File: config.mk
export PLATFORM = sky130hd
export DESIGN_NAME = iopte_top
export DESIGN_NICKNAME = d
export VERILOG_FILES = /design/src/pkg/iopte_pkg.sv /design/src/rtl/iopte_mem_tracker.sv /design/src/rtl/iopte_top.sv
export SDC_FILE = /design/constraint.sdc
export NUM_CORES = 1
export LEC_CHECK = 0
export BUFFER_PORTS_ARGS = -buffer_cell sky130_fd_sc_hd__buf_2
export CORE_MARGIN = 3
export CORE_UTILIZATION = 34
export CTS_CLUSTER_SIZE = 30
export DETAILED_ROUTE_END_ITERATION = 10
export GPL_TIMING_DRIVEN = 1
export PLACE_DENSITY = 0.59
export SETUP_SLACK_MARGIN = 0.02
export SYNTH_ARGS = -nofsm -noshare
export SYNTH_HDL_FRONTEND = slang
export SYNTH_SLANG_ARGS = --single-unit
File: constraint.sdc
create_clock -name i_sys_clk -period 3.05 [get_ports i_sys_clk]
set_input_delay 0.305 -clock i_sys_clk [delete_from_list [all_inputs] [get_ports i_sys_clk]]
set_output_delay 0.305 -clock i_sys_clk [all_outputs]
set_load 0.01 [all_outputs]
File: src/pkg/iopte_pkg.sv
// Package: constants and carriers for the I/O processor transfer engine
package iopte_pkg;
  localparam int unsigned CLK_PERIOD_NS  = 40;
  localparam int unsigned SYS_CYCLE_NS   = 110;
  // Longest time: one bus transfer fits in a system cycle, round down
  localparam int unsigned BUS_CYC        = (SYS_CYCLE_NS / CLK_PERIOD_NS) < 1 ? 1 :
                                           (SYS_CYCLE_NS / CLK_PERIOD_NS);
  localparam int unsigned MEM_LAT_CYC    = 3 * BUS_CYC;
  localparam logic [5:0]  DISK_CHANNEL   = 6'h28;
  localparam logic [23:0] MAILBOX_ADDR   = 24'h000010;
  localparam logic [23:0] DISK_BASE_ADDR = 24'h400000;
  localparam logic [1:0]  MOD_SEL_DFLT   = 2'h0;
  localparam logic [7:0]  CNT_RST        = 8'h00;
  localparam logic [15:0] RD_OK          = 16'h0000;
  localparam int unsigned DW             = 16;
  localparam int unsigned AW             = 24;

  typedef enum logic [8:0] {
    IOPTE_IDLE    = 9'b000000001,
    IOPTE_MB_RD   = 9'b000000010,
    IOPTE_MB_WT   = 9'b000000100,
    IOPTE_LNK_CMD = 9'b000001000,
    IOPTE_XFER_RQ = 9'b000010000,
    IOPTE_XFER_WT = 9'b000100000,
    IOPTE_DSK_RD  = 9'b001000000,
    IOPTE_RD_WR   = 9'b010000000,
    IOPTE_DONE    = 9'b100000000
  } iopte_state_e;

  typedef struct packed {
    logic          req;
    logic          we;
    logic [AW-1:0] addr;
    logic [1:0]    mod_sel;
    logic [1:0]    digit_mark;
    logic [DW-1:0] wdata;
  } iopte_mem_req_s;

  typedef struct packed {
    logic          valid;
    logic          dir_in;
    logic [5:0]    chan;
    logic [DW-1:0] data;
  } iopte_link_s;
endpackage

File: src/rtl/iopte_mem_tracker.sv
// Memory completion tracker: counts decoupled memory latency per command
module iopte_mem_tracker
  import iopte_pkg::*;
(
  input  wire logic i_sys_clk,
  input  wire logic i_rstn,
  input  wire logic i_issue,
  output logic      o_busy,
  output logic      o_done
);
  typedef struct packed {
    logic       busy;
    logic       done;
    logic [7:0] cnt;
  } iopte_trk_s;

  iopte_trk_s st, next_st;

  // Memory decouples after accepting a command, so completion is timed here
  always_comb begin
    next_st      = st;
    next_st.done = 1'b0;
    if (i_issue && !st.busy) begin
      next_st.busy = 1'b1;
      // Done is registered and the request drops one edge later, so load two short
      next_st.cnt  = 8'(MEM_LAT_CYC - 2);
    end else if (st.busy) begin
      if (st.cnt == CNT_RST) begin
        next_st.busy = 1'b0;
        next_st.done = 1'b1;
      end else begin
        next_st.cnt = st.cnt - 8'h01;
      end
    end
  end

  always_ff @(posedge i_sys_clk) begin
    if (!i_rstn) begin
      st <= '0;
    end else begin
      st <= next_st;
    end
  end

  assign o_busy = st.busy;
  assign o_done = st.done;

  a_trk_latency: assert property (@(posedge i_sys_clk) disable iff (!i_rstn)
    (i_issue && !o_busy) |=> o_busy [*5] ##1 o_done)
    else $error("memory completion not on time");
endmodule

File: src/rtl/iopte_top.sv
// Top: I/O processor transfer engine, initiate to result descriptor
module iopte_top
  import iopte_pkg::*;
(
  input  wire logic           i_sys_clk,
  input  wire logic           i_rstn,
  input  wire logic           i_initiate,
  input  wire logic [63:0]    i_own_chan_mask,
  input  wire logic           i_mem_grant,
  input  wire logic [DW-1:0]  i_mem_rdata,
  input  wire iopte_link_s    i_link,
  input  wire logic           i_maint_din,
  input  wire logic           i_maint_load,
  output iopte_mem_req_s      o_mem,
  output iopte_link_s         o_link,
  output logic                o_link_busy,
  output logic                o_complete,
  output logic                o_ready,
  output logic                o_maint_dout
);
  typedef struct packed {
    iopte_state_e   fsm;
    iopte_mem_req_s mem;
    iopte_link_s    lnk;
    logic           link_busy;
    logic           complete;
    logic           loaded;
    logic           ready;
    logic           maint_dout;
    logic           pend_init;
    logic           is_disk;
    logic [5:0]     chan;
    logic [AW-1:0]  buf_addr;
    logic [DW-1:0]  hold;
    logic [DW-1:0]  remain;
    logic           dir_in;
    logic [DW-1:0]  result;
  } iopte_top_s;

  iopte_top_s st, next_st;
  logic       trk_busy;
  logic       trk_done;
  logic       issue;

  assign issue = next_st.mem.req && !st.mem.req;

  iopte_mem_tracker u_trk (
    .i_sys_clk (i_sys_clk),
    .i_rstn    (i_rstn),
    .i_issue   (issue),
    .o_busy    (trk_busy),
    .o_done    (trk_done)
  );

  always_comb begin
    next_st            = st;
    next_st.complete   = 1'b0;
    next_st.lnk.valid  = 1'b0;
    next_st.mem.digit_mark = 2'h3; // Whole 16-bit word of the wider memory word
    // Serial store load; engine idles until it is loaded
    if (i_maint_load) begin
      next_st.loaded     = 1'b1;
      next_st.maint_dout = i_maint_din;
    end
    // Initiate is latched in one flag, so one arriving while a transfer runs is kept; repeats merge
    if (i_initiate) begin
      next_st.pend_init = 1'b1;
    end
    // Memory request drops once the tracker reports completion
    if (trk_done) begin
      next_st.mem.req = 1'b0;
    end
    case (st.fsm)
      IOPTE_IDLE: begin
        if (st.loaded && st.link_busy && i_link.valid && i_link.chan == st.chan) begin
          next_st.dir_in = i_link.dir_in;
          next_st.hold   = i_link.data;
          next_st.fsm    = IOPTE_XFER_RQ;
        end else if (st.loaded && st.pend_init) begin
          // A fresh initiate in the same cycle wins over the clear
          next_st.pend_init = i_initiate;
          next_st.fsm       = IOPTE_MB_RD;
        end
      end
      IOPTE_MB_RD: begin
        if (i_mem_grant) begin
          next_st.mem.req     = 1'b1;
          next_st.mem.we      = 1'b0;
          next_st.mem.addr    = MAILBOX_ADDR;
          next_st.mem.mod_sel = MOD_SEL_DFLT;
          next_st.fsm         = IOPTE_MB_WT;
        end
      end
      IOPTE_MB_WT: begin
        if (trk_done) begin
          // Mailbox word: channel in low bits, count in the upper ten
          next_st.chan    = i_mem_rdata[5:0];
          next_st.remain  = {6'h00, i_mem_rdata[15:6]};
          next_st.is_disk = (i_mem_rdata[5:0] == DISK_CHANNEL);
          next_st.buf_addr = MAILBOX_ADDR + 24'h000001;
          if (!i_own_chan_mask[i_mem_rdata[5:0]]) begin
            next_st.fsm = IOPTE_IDLE;
          end else if (i_mem_rdata[5:0] == DISK_CHANNEL) begin
            next_st.fsm = IOPTE_DSK_RD;
          end else begin
            next_st.fsm = IOPTE_LNK_CMD;
          end
        end
      end
      IOPTE_LNK_CMD: begin
        next_st.lnk.valid  = 1'b1;
        next_st.lnk.dir_in = 1'b0;
        next_st.lnk.chan   = st.chan;
        next_st.lnk.data   = st.remain;
        next_st.link_busy  = 1'b1;
        next_st.fsm        = IOPTE_IDLE;
      end
      IOPTE_XFER_RQ: begin
        if (i_mem_grant) begin
          next_st.mem.req   = 1'b1;
          next_st.mem.we    = st.dir_in;
          next_st.mem.addr  = st.is_disk ? DISK_BASE_ADDR + st.buf_addr : st.buf_addr;
          next_st.mem.wdata = st.hold;
          next_st.fsm       = IOPTE_XFER_WT;
        end
      end
      IOPTE_XFER_WT: begin
        if (trk_done) begin
          next_st.buf_addr = st.buf_addr + 24'h000001;
          next_st.remain   = st.remain - 16'h0001;
          if (!st.dir_in && !st.is_disk) begin
            next_st.lnk.valid  = 1'b1;
            next_st.lnk.dir_in = 1'b0;
            next_st.lnk.chan   = st.chan;
            next_st.lnk.data   = i_mem_rdata;
          end
          if (st.remain <= 16'h0001) begin
            next_st.fsm = IOPTE_RD_WR;
          end else if (st.is_disk) begin
            next_st.hold = i_mem_rdata;
            next_st.fsm  = IOPTE_XFER_RQ;
          end else begin
            next_st.fsm = IOPTE_IDLE; // Wait for the next reconnection
          end
        end
      end
      IOPTE_DSK_RD: begin
        // Emulated disk: data stays in memory, direction always outbound (dir_in cleared)
        next_st.dir_in = 1'b0;
        next_st.fsm    = (st.remain == 16'h0000) ? IOPTE_RD_WR : IOPTE_XFER_RQ;
      end
      IOPTE_RD_WR: begin
        if (i_mem_grant && !trk_busy && !st.mem.req) begin
          next_st.mem.req   = 1'b1;
          next_st.mem.we    = 1'b1;
          next_st.mem.addr  = MAILBOX_ADDR + 24'h000002;
          next_st.mem.wdata = st.result;
          next_st.fsm       = IOPTE_DONE;
        end
      end
      IOPTE_DONE: begin
        if (trk_done) begin
          next_st.complete  = 1'b1;
          next_st.link_busy = 1'b0;
          next_st.fsm       = IOPTE_IDLE;
        end
      end
      default: next_st.fsm = IOPTE_IDLE;
    endcase
    next_st.ready = next_st.loaded && (next_st.fsm == IOPTE_IDLE);
  end

  // Memory bus is driven only from a registered request, never combinationally
  always_ff @(posedge i_sys_clk) begin
    if (!i_rstn) begin
      st        <= '0;
      st.fsm    <= IOPTE_IDLE;
      st.result <= RD_OK;
    end else begin
      st <= next_st;
    end
  end

  assign o_mem        = st.mem;
  assign o_link       = st.lnk;
  assign o_link_busy  = st.link_busy;
  assign o_complete   = st.complete;
  assign o_ready      = st.ready;
  assign o_maint_dout = st.maint_dout;

  a_grant_drive: assert property (@(posedge i_sys_clk) disable iff (!i_rstn)
    $rose(o_mem.req) |-> $past(i_mem_grant))
    else $error("address bus driven without grant");
  a_init_mailbox: assert property (@(posedge i_sys_clk) disable iff (!i_rstn)
    (st.fsm == IOPTE_MB_RD && i_mem_grant) |=> o_mem.req && o_mem.addr == MAILBOX_ADDR)
    else $error("mailbox not read after initiate");
  a_disconnect: assert property (@(posedge i_sys_clk) disable iff (!i_rstn)
    (st.fsm == IOPTE_LNK_CMD) |=> o_link.valid && o_ready)
    else $error("no disconnect after link command");
  a_complete_pulse: assert property (@(posedge i_sys_clk) disable iff (!i_rstn)
    o_complete |=> !o_complete && !o_link_busy)
    else $error("completion not a clean pulse");
  a_disk_no_link: assert property (@(posedge i_sys_clk) disable iff (!i_rstn)
    st.is_disk && st.fsm == IOPTE_XFER_WT |-> !o_link.valid)
    else $error("disk channel used the link");
  a_result_first: assert property (@(posedge i_sys_clk) disable iff (!i_rstn)
    $rose(o_complete) |-> $past(st.fsm) == IOPTE_DONE)
    else $error("completion without result write");
  a_foreign_chan: assert property (@(posedge i_sys_clk) disable iff (!i_rstn)
    (st.fsm == IOPTE_MB_WT && trk_done && !i_own_chan_mask[i_mem_rdata[5:0]])
      |=> st.fsm == IOPTE_IDLE)
    else $error("foreign channel accepted");
  a_unloaded_idle: assert property (@(posedge i_sys_clk) disable iff (!i_rstn)
    !st.loaded |-> st.fsm == IOPTE_IDLE && !o_mem.req)
    else $error("engine ran before store load");
  a_req_bounded: assert property (@(posedge i_sys_clk) disable iff (!i_rstn)
    $rose(o_mem.req) |-> o_mem.req [*6] ##1 !o_mem.req)
    else $error("memory request outlived its cycle");

  c_link_op:  cover property (@(posedge i_sys_clk) st.fsm == IOPTE_LNK_CMD);
  c_disk_op:  cover property (@(posedge i_sys_clk) st.is_disk && o_complete);
  c_link_end: cover property (@(posedge i_sys_clk) !st.is_disk && o_complete);
  c_link_out: cover property (@(posedge i_sys_clk) st.fsm == IOPTE_XFER_WT && !st.dir_in
                                && !st.is_disk && trk_done);
  c_foreign:  cover property (@(posedge i_sys_clk) st.fsm == IOPTE_MB_WT && trk_done
                                && !i_own_chan_mask[i_mem_rdata[5:0]]);
endmodule

==> results_dict.tcl <==
set metrics [dict create \
    min_to "st[80]" \
    die_h_um 157.2 \
    initialDrtViolationCount 389 \
    cpLargestDelayFamily "simple AND/OR/NAND/NOR gates" \
    die_area_mm2 0.02472 \
    htree_num_levels 4 \
    tns_ns 0 \
    rr_startpoint "st[156]" \
    rsz0062_at_grt "no" \
    ys.flop_type "dfxtp_1" \
    period_needed_ns 2.583 \
    synth_area_leader_cell "dfxtp_1" \
    synth_enable_flop_cells 0 \
    fin_crit_sh 0.8470 \
    path_clk_slew_ns 0.06 \
    cts_setup_buffers 0 \
    vias 6729 \
    worst-slew-pin-transition_ns 0.8430 \
    yosys_warnings 0 \
    num-nets-final 1112 \
    drc 0 \
    peakVddDrop_mv 0.3399 \
    port-buffer-count 180 \
    synth_top_family_by_area "simple AND/OR/NAND/NOR gates" \
    start_util 0.3508 \
    p_total_w 0.004308 \
    pre_cts_ws_ns 0.2845 \
    die_w_um 157.2 \
    fmax_ghz 0.3871 \
    synth_mux_area_frac 0.07789 \
    cp.arrival_ns 2.93 \
    end_kind "flip-flop" \
    cts_tree "done" \
    final_layout_size_suffix_gt1_frac 0.2493 \
    root_buffer "clkbuf_16" \
    clock_latency_ns 0.42 \
    wire_per_inst_um 17.03 \
    synth_area_per_cell_um2 8.620 \
    grt_first_pass_wirelength_um 34420 \
    synth_most_common_cell "dfxtp_1" \
    cp_max_fo 16 \
    ys_ff_latch 155 \
    hold_viol_final 0 \
    critPathKind "flip-flop to flip-flop" \
    ys_seq_area_frac 0.3991 \
    antenna_found_initial 1 \
    via_per_inst 5.208 \
    final_area_mm2 0.008977 \
    yosysTopAreaCellShare 0.3991 \
    crit_buf_inv 0 \
    drt-pass1-iter-count 5 \
    yosys.cell_types.count 66 \
    placedInstanceArea_mm2 0.008426 \
    async_reset_ff_frac 0 \
    worst_slack_ns 0.4666 \
    grt_max_degree 58 \
    startpoint_type "flip-flop" \
    dpl.hpwl_um 16310 \
    core_area_mm2 0.02216 \
    fin_worst_skew_ns 0.01129 \
    grtUsageTotal 0.1758 \
    synthSimpleGateAreaFrac 0.2073 \
    p_per_area_mw_per_mm2 479.9 \
    gp_congestion 0.8488 \
    synth_commonest_cells "155 x dfxtp_1, 118 x nor2_1, 88 x nand2_1" \
    slew_violations 0 \
    placementRows 54 \
    syn_inst 902 \
    synthesis.area_mm2 0.007775 \
    grt_pass1_vias 6239 \
    cts_num_sinks 155 \
    max-slew-margin-rel 0.4380 \
    synth-xor-area-share 0.04619 \
    reg2reg_depth 6 \
    synth_compound_area_frac 0.1587 \
    r2r_slack_ns 0.47 \
    hp-class "primary input to flip-flop" \
    synth-adder-area-share 0.006437 \
    holdPathStages 3 \
    finalSetupViolCount 0 \
    cts_buffers 17 \
    cpMaxStageDelayCell "o21a_1" \
    p_leak_nw 3.641 \
    area_growth_pct 15.47 \
    critical_path.max_stage_delay_ns 0.55 \
    cts_max_path_buffers 2 \
    wl_um 22000 \
    synth_area_leaders "dfxtp_1 40%, buf_4 6.8%, nor2_1 5.7%" \
    ios 184 \
    status "finished, final reports clean" \
    maxCapViolCount 0 \
    grt-ovfl-total 0 \
    critical_path.cell_chain "nor4_4 -> nand4b_1 -> nor3_1 -> o21a_1 -> nand3_1 -> a21oi_1" \
    crit_required_ns 3.39 \
    r2r-end "o_mem[5]" \
    ant_nets 0 \
    hold_path_startpoint "i_initiate" \
]
==> registers in the layout (all words and copies together) (netlist names) <==
signal	flops
o_link	23
o_mem	43
u_trk.o_busy	1
st	75
u_trk.st	8
o_ready	1
o_link_busy	1
u_trk.o_done	1
o_complete	1
o_maint_dout	1
==> repair_timing <==
item / CTS / global route
hold buffers: 0 / 0
endpoints found under the setup margin: 0 / 2
resized for setup: 0 / 1
==> worst register-to-register path: cells and delay by family (launching register included) <==
family          cells  cell delay (ns)
simple gates        4             1.39
flops               1             0.40
compound gates      2             0.72
==> per-stage QoR <==
stage / utilization / instances / hold slack, ns
after floorplan: - / 904 / 0.3327
after global placement: 0.3802 / 1259 / 0.4353
after detailed placement: 0.3802 / 1259 / 0.4402
after CTS: 0.4049 / 1291 / 0.1056
after global routing: 0.4051 / 1292 / 0.1274
final: 0.4051 / 1292 / 0.1180
==> final cells by class <==
class | count | area, um2
clock buffers | 23 | 457.9
fillers | 2287 | 13180
inverters | 17 | 65.06
well taps | 280 | 350.3
clock inverters | 9 | 90.09
repair buffers | 198 | 1036
flip-flops and latches | 155 | 3103
diodes | 1 | 2.502
multi-input cells | 609 | 3872
==> layer usage <==
metal	up-vias	routed length, um	track usage
met4	0	355	0.04793
met5	-	0	0
met3	24	1303	0.03987
met1	3180	9928	0.2368
li1	3324	-	-
met2	201	10420	0.2850
==> placed cells by master (no fill, tap or decap), types with 4 or more instances in the layout <==
master and count:
xnor2_1 23, xor2_1 18, nor3_1 17, dfxtp_1 155, o21a_1 7, a21oi_1 68
nor2b_1 5, clkbuf_16 17, nand4_1 12, nand3_1 34, nand2b_1 5, mux4_1 6
and2_1 5, a22oi_1 44, nor4_1 11, mux2i_1 20, clkbuf_1 5, nand4b_1 5
buf_2 180, nor2_1 118, mux4_2 10, and3_1 9, or3_1 9, ha_1 4
a211oi_1 17, buf_4 18, o21ai_0 17, inv_1 16, nand2_1 88
==> kinds of logic (layout without fill, tap and decap cells) <==
kind of cell / after synthesis / in the layout
simple gates: 338 / 338
compound gates: 185 / 185
flops: 155 / 155
buf+inv: 140 / 247
xor+xnor: 41 / 41
mux: 38 / 38
fa+ha+maj: 4 / 4
other cells: 1 / 4
==> power breakdown <==
group	switching (W)	internal [W]	total [W]
sequential	0.00000687	0.00203	0.00204
combinational	0.000142	0.000126	0.000268
clock	0.000855	0.00115	0.00200
total	0.00100	0.00331	0.00431
==> worst max-delay path by stage <==
stage | start | end | slack (ns) | depth (start not counted)
floorplan | i_mem_rdata[0] | o_ready | 0.66 | 7
global placement | i_mem_rdata[1] | o_ready | 0.35 | 7
detailed placement | i_mem_rdata[1] | o_ready | 0.28 | 7
CTS | st[74] | st[43] | 0.31 | 6
global route | st[158] | o_mem[8] | 0.19 | 6
finish | st[156] | o_mem[5] | 0.47 | 6
Note: power is estimated with default switching activity, not from simulation.
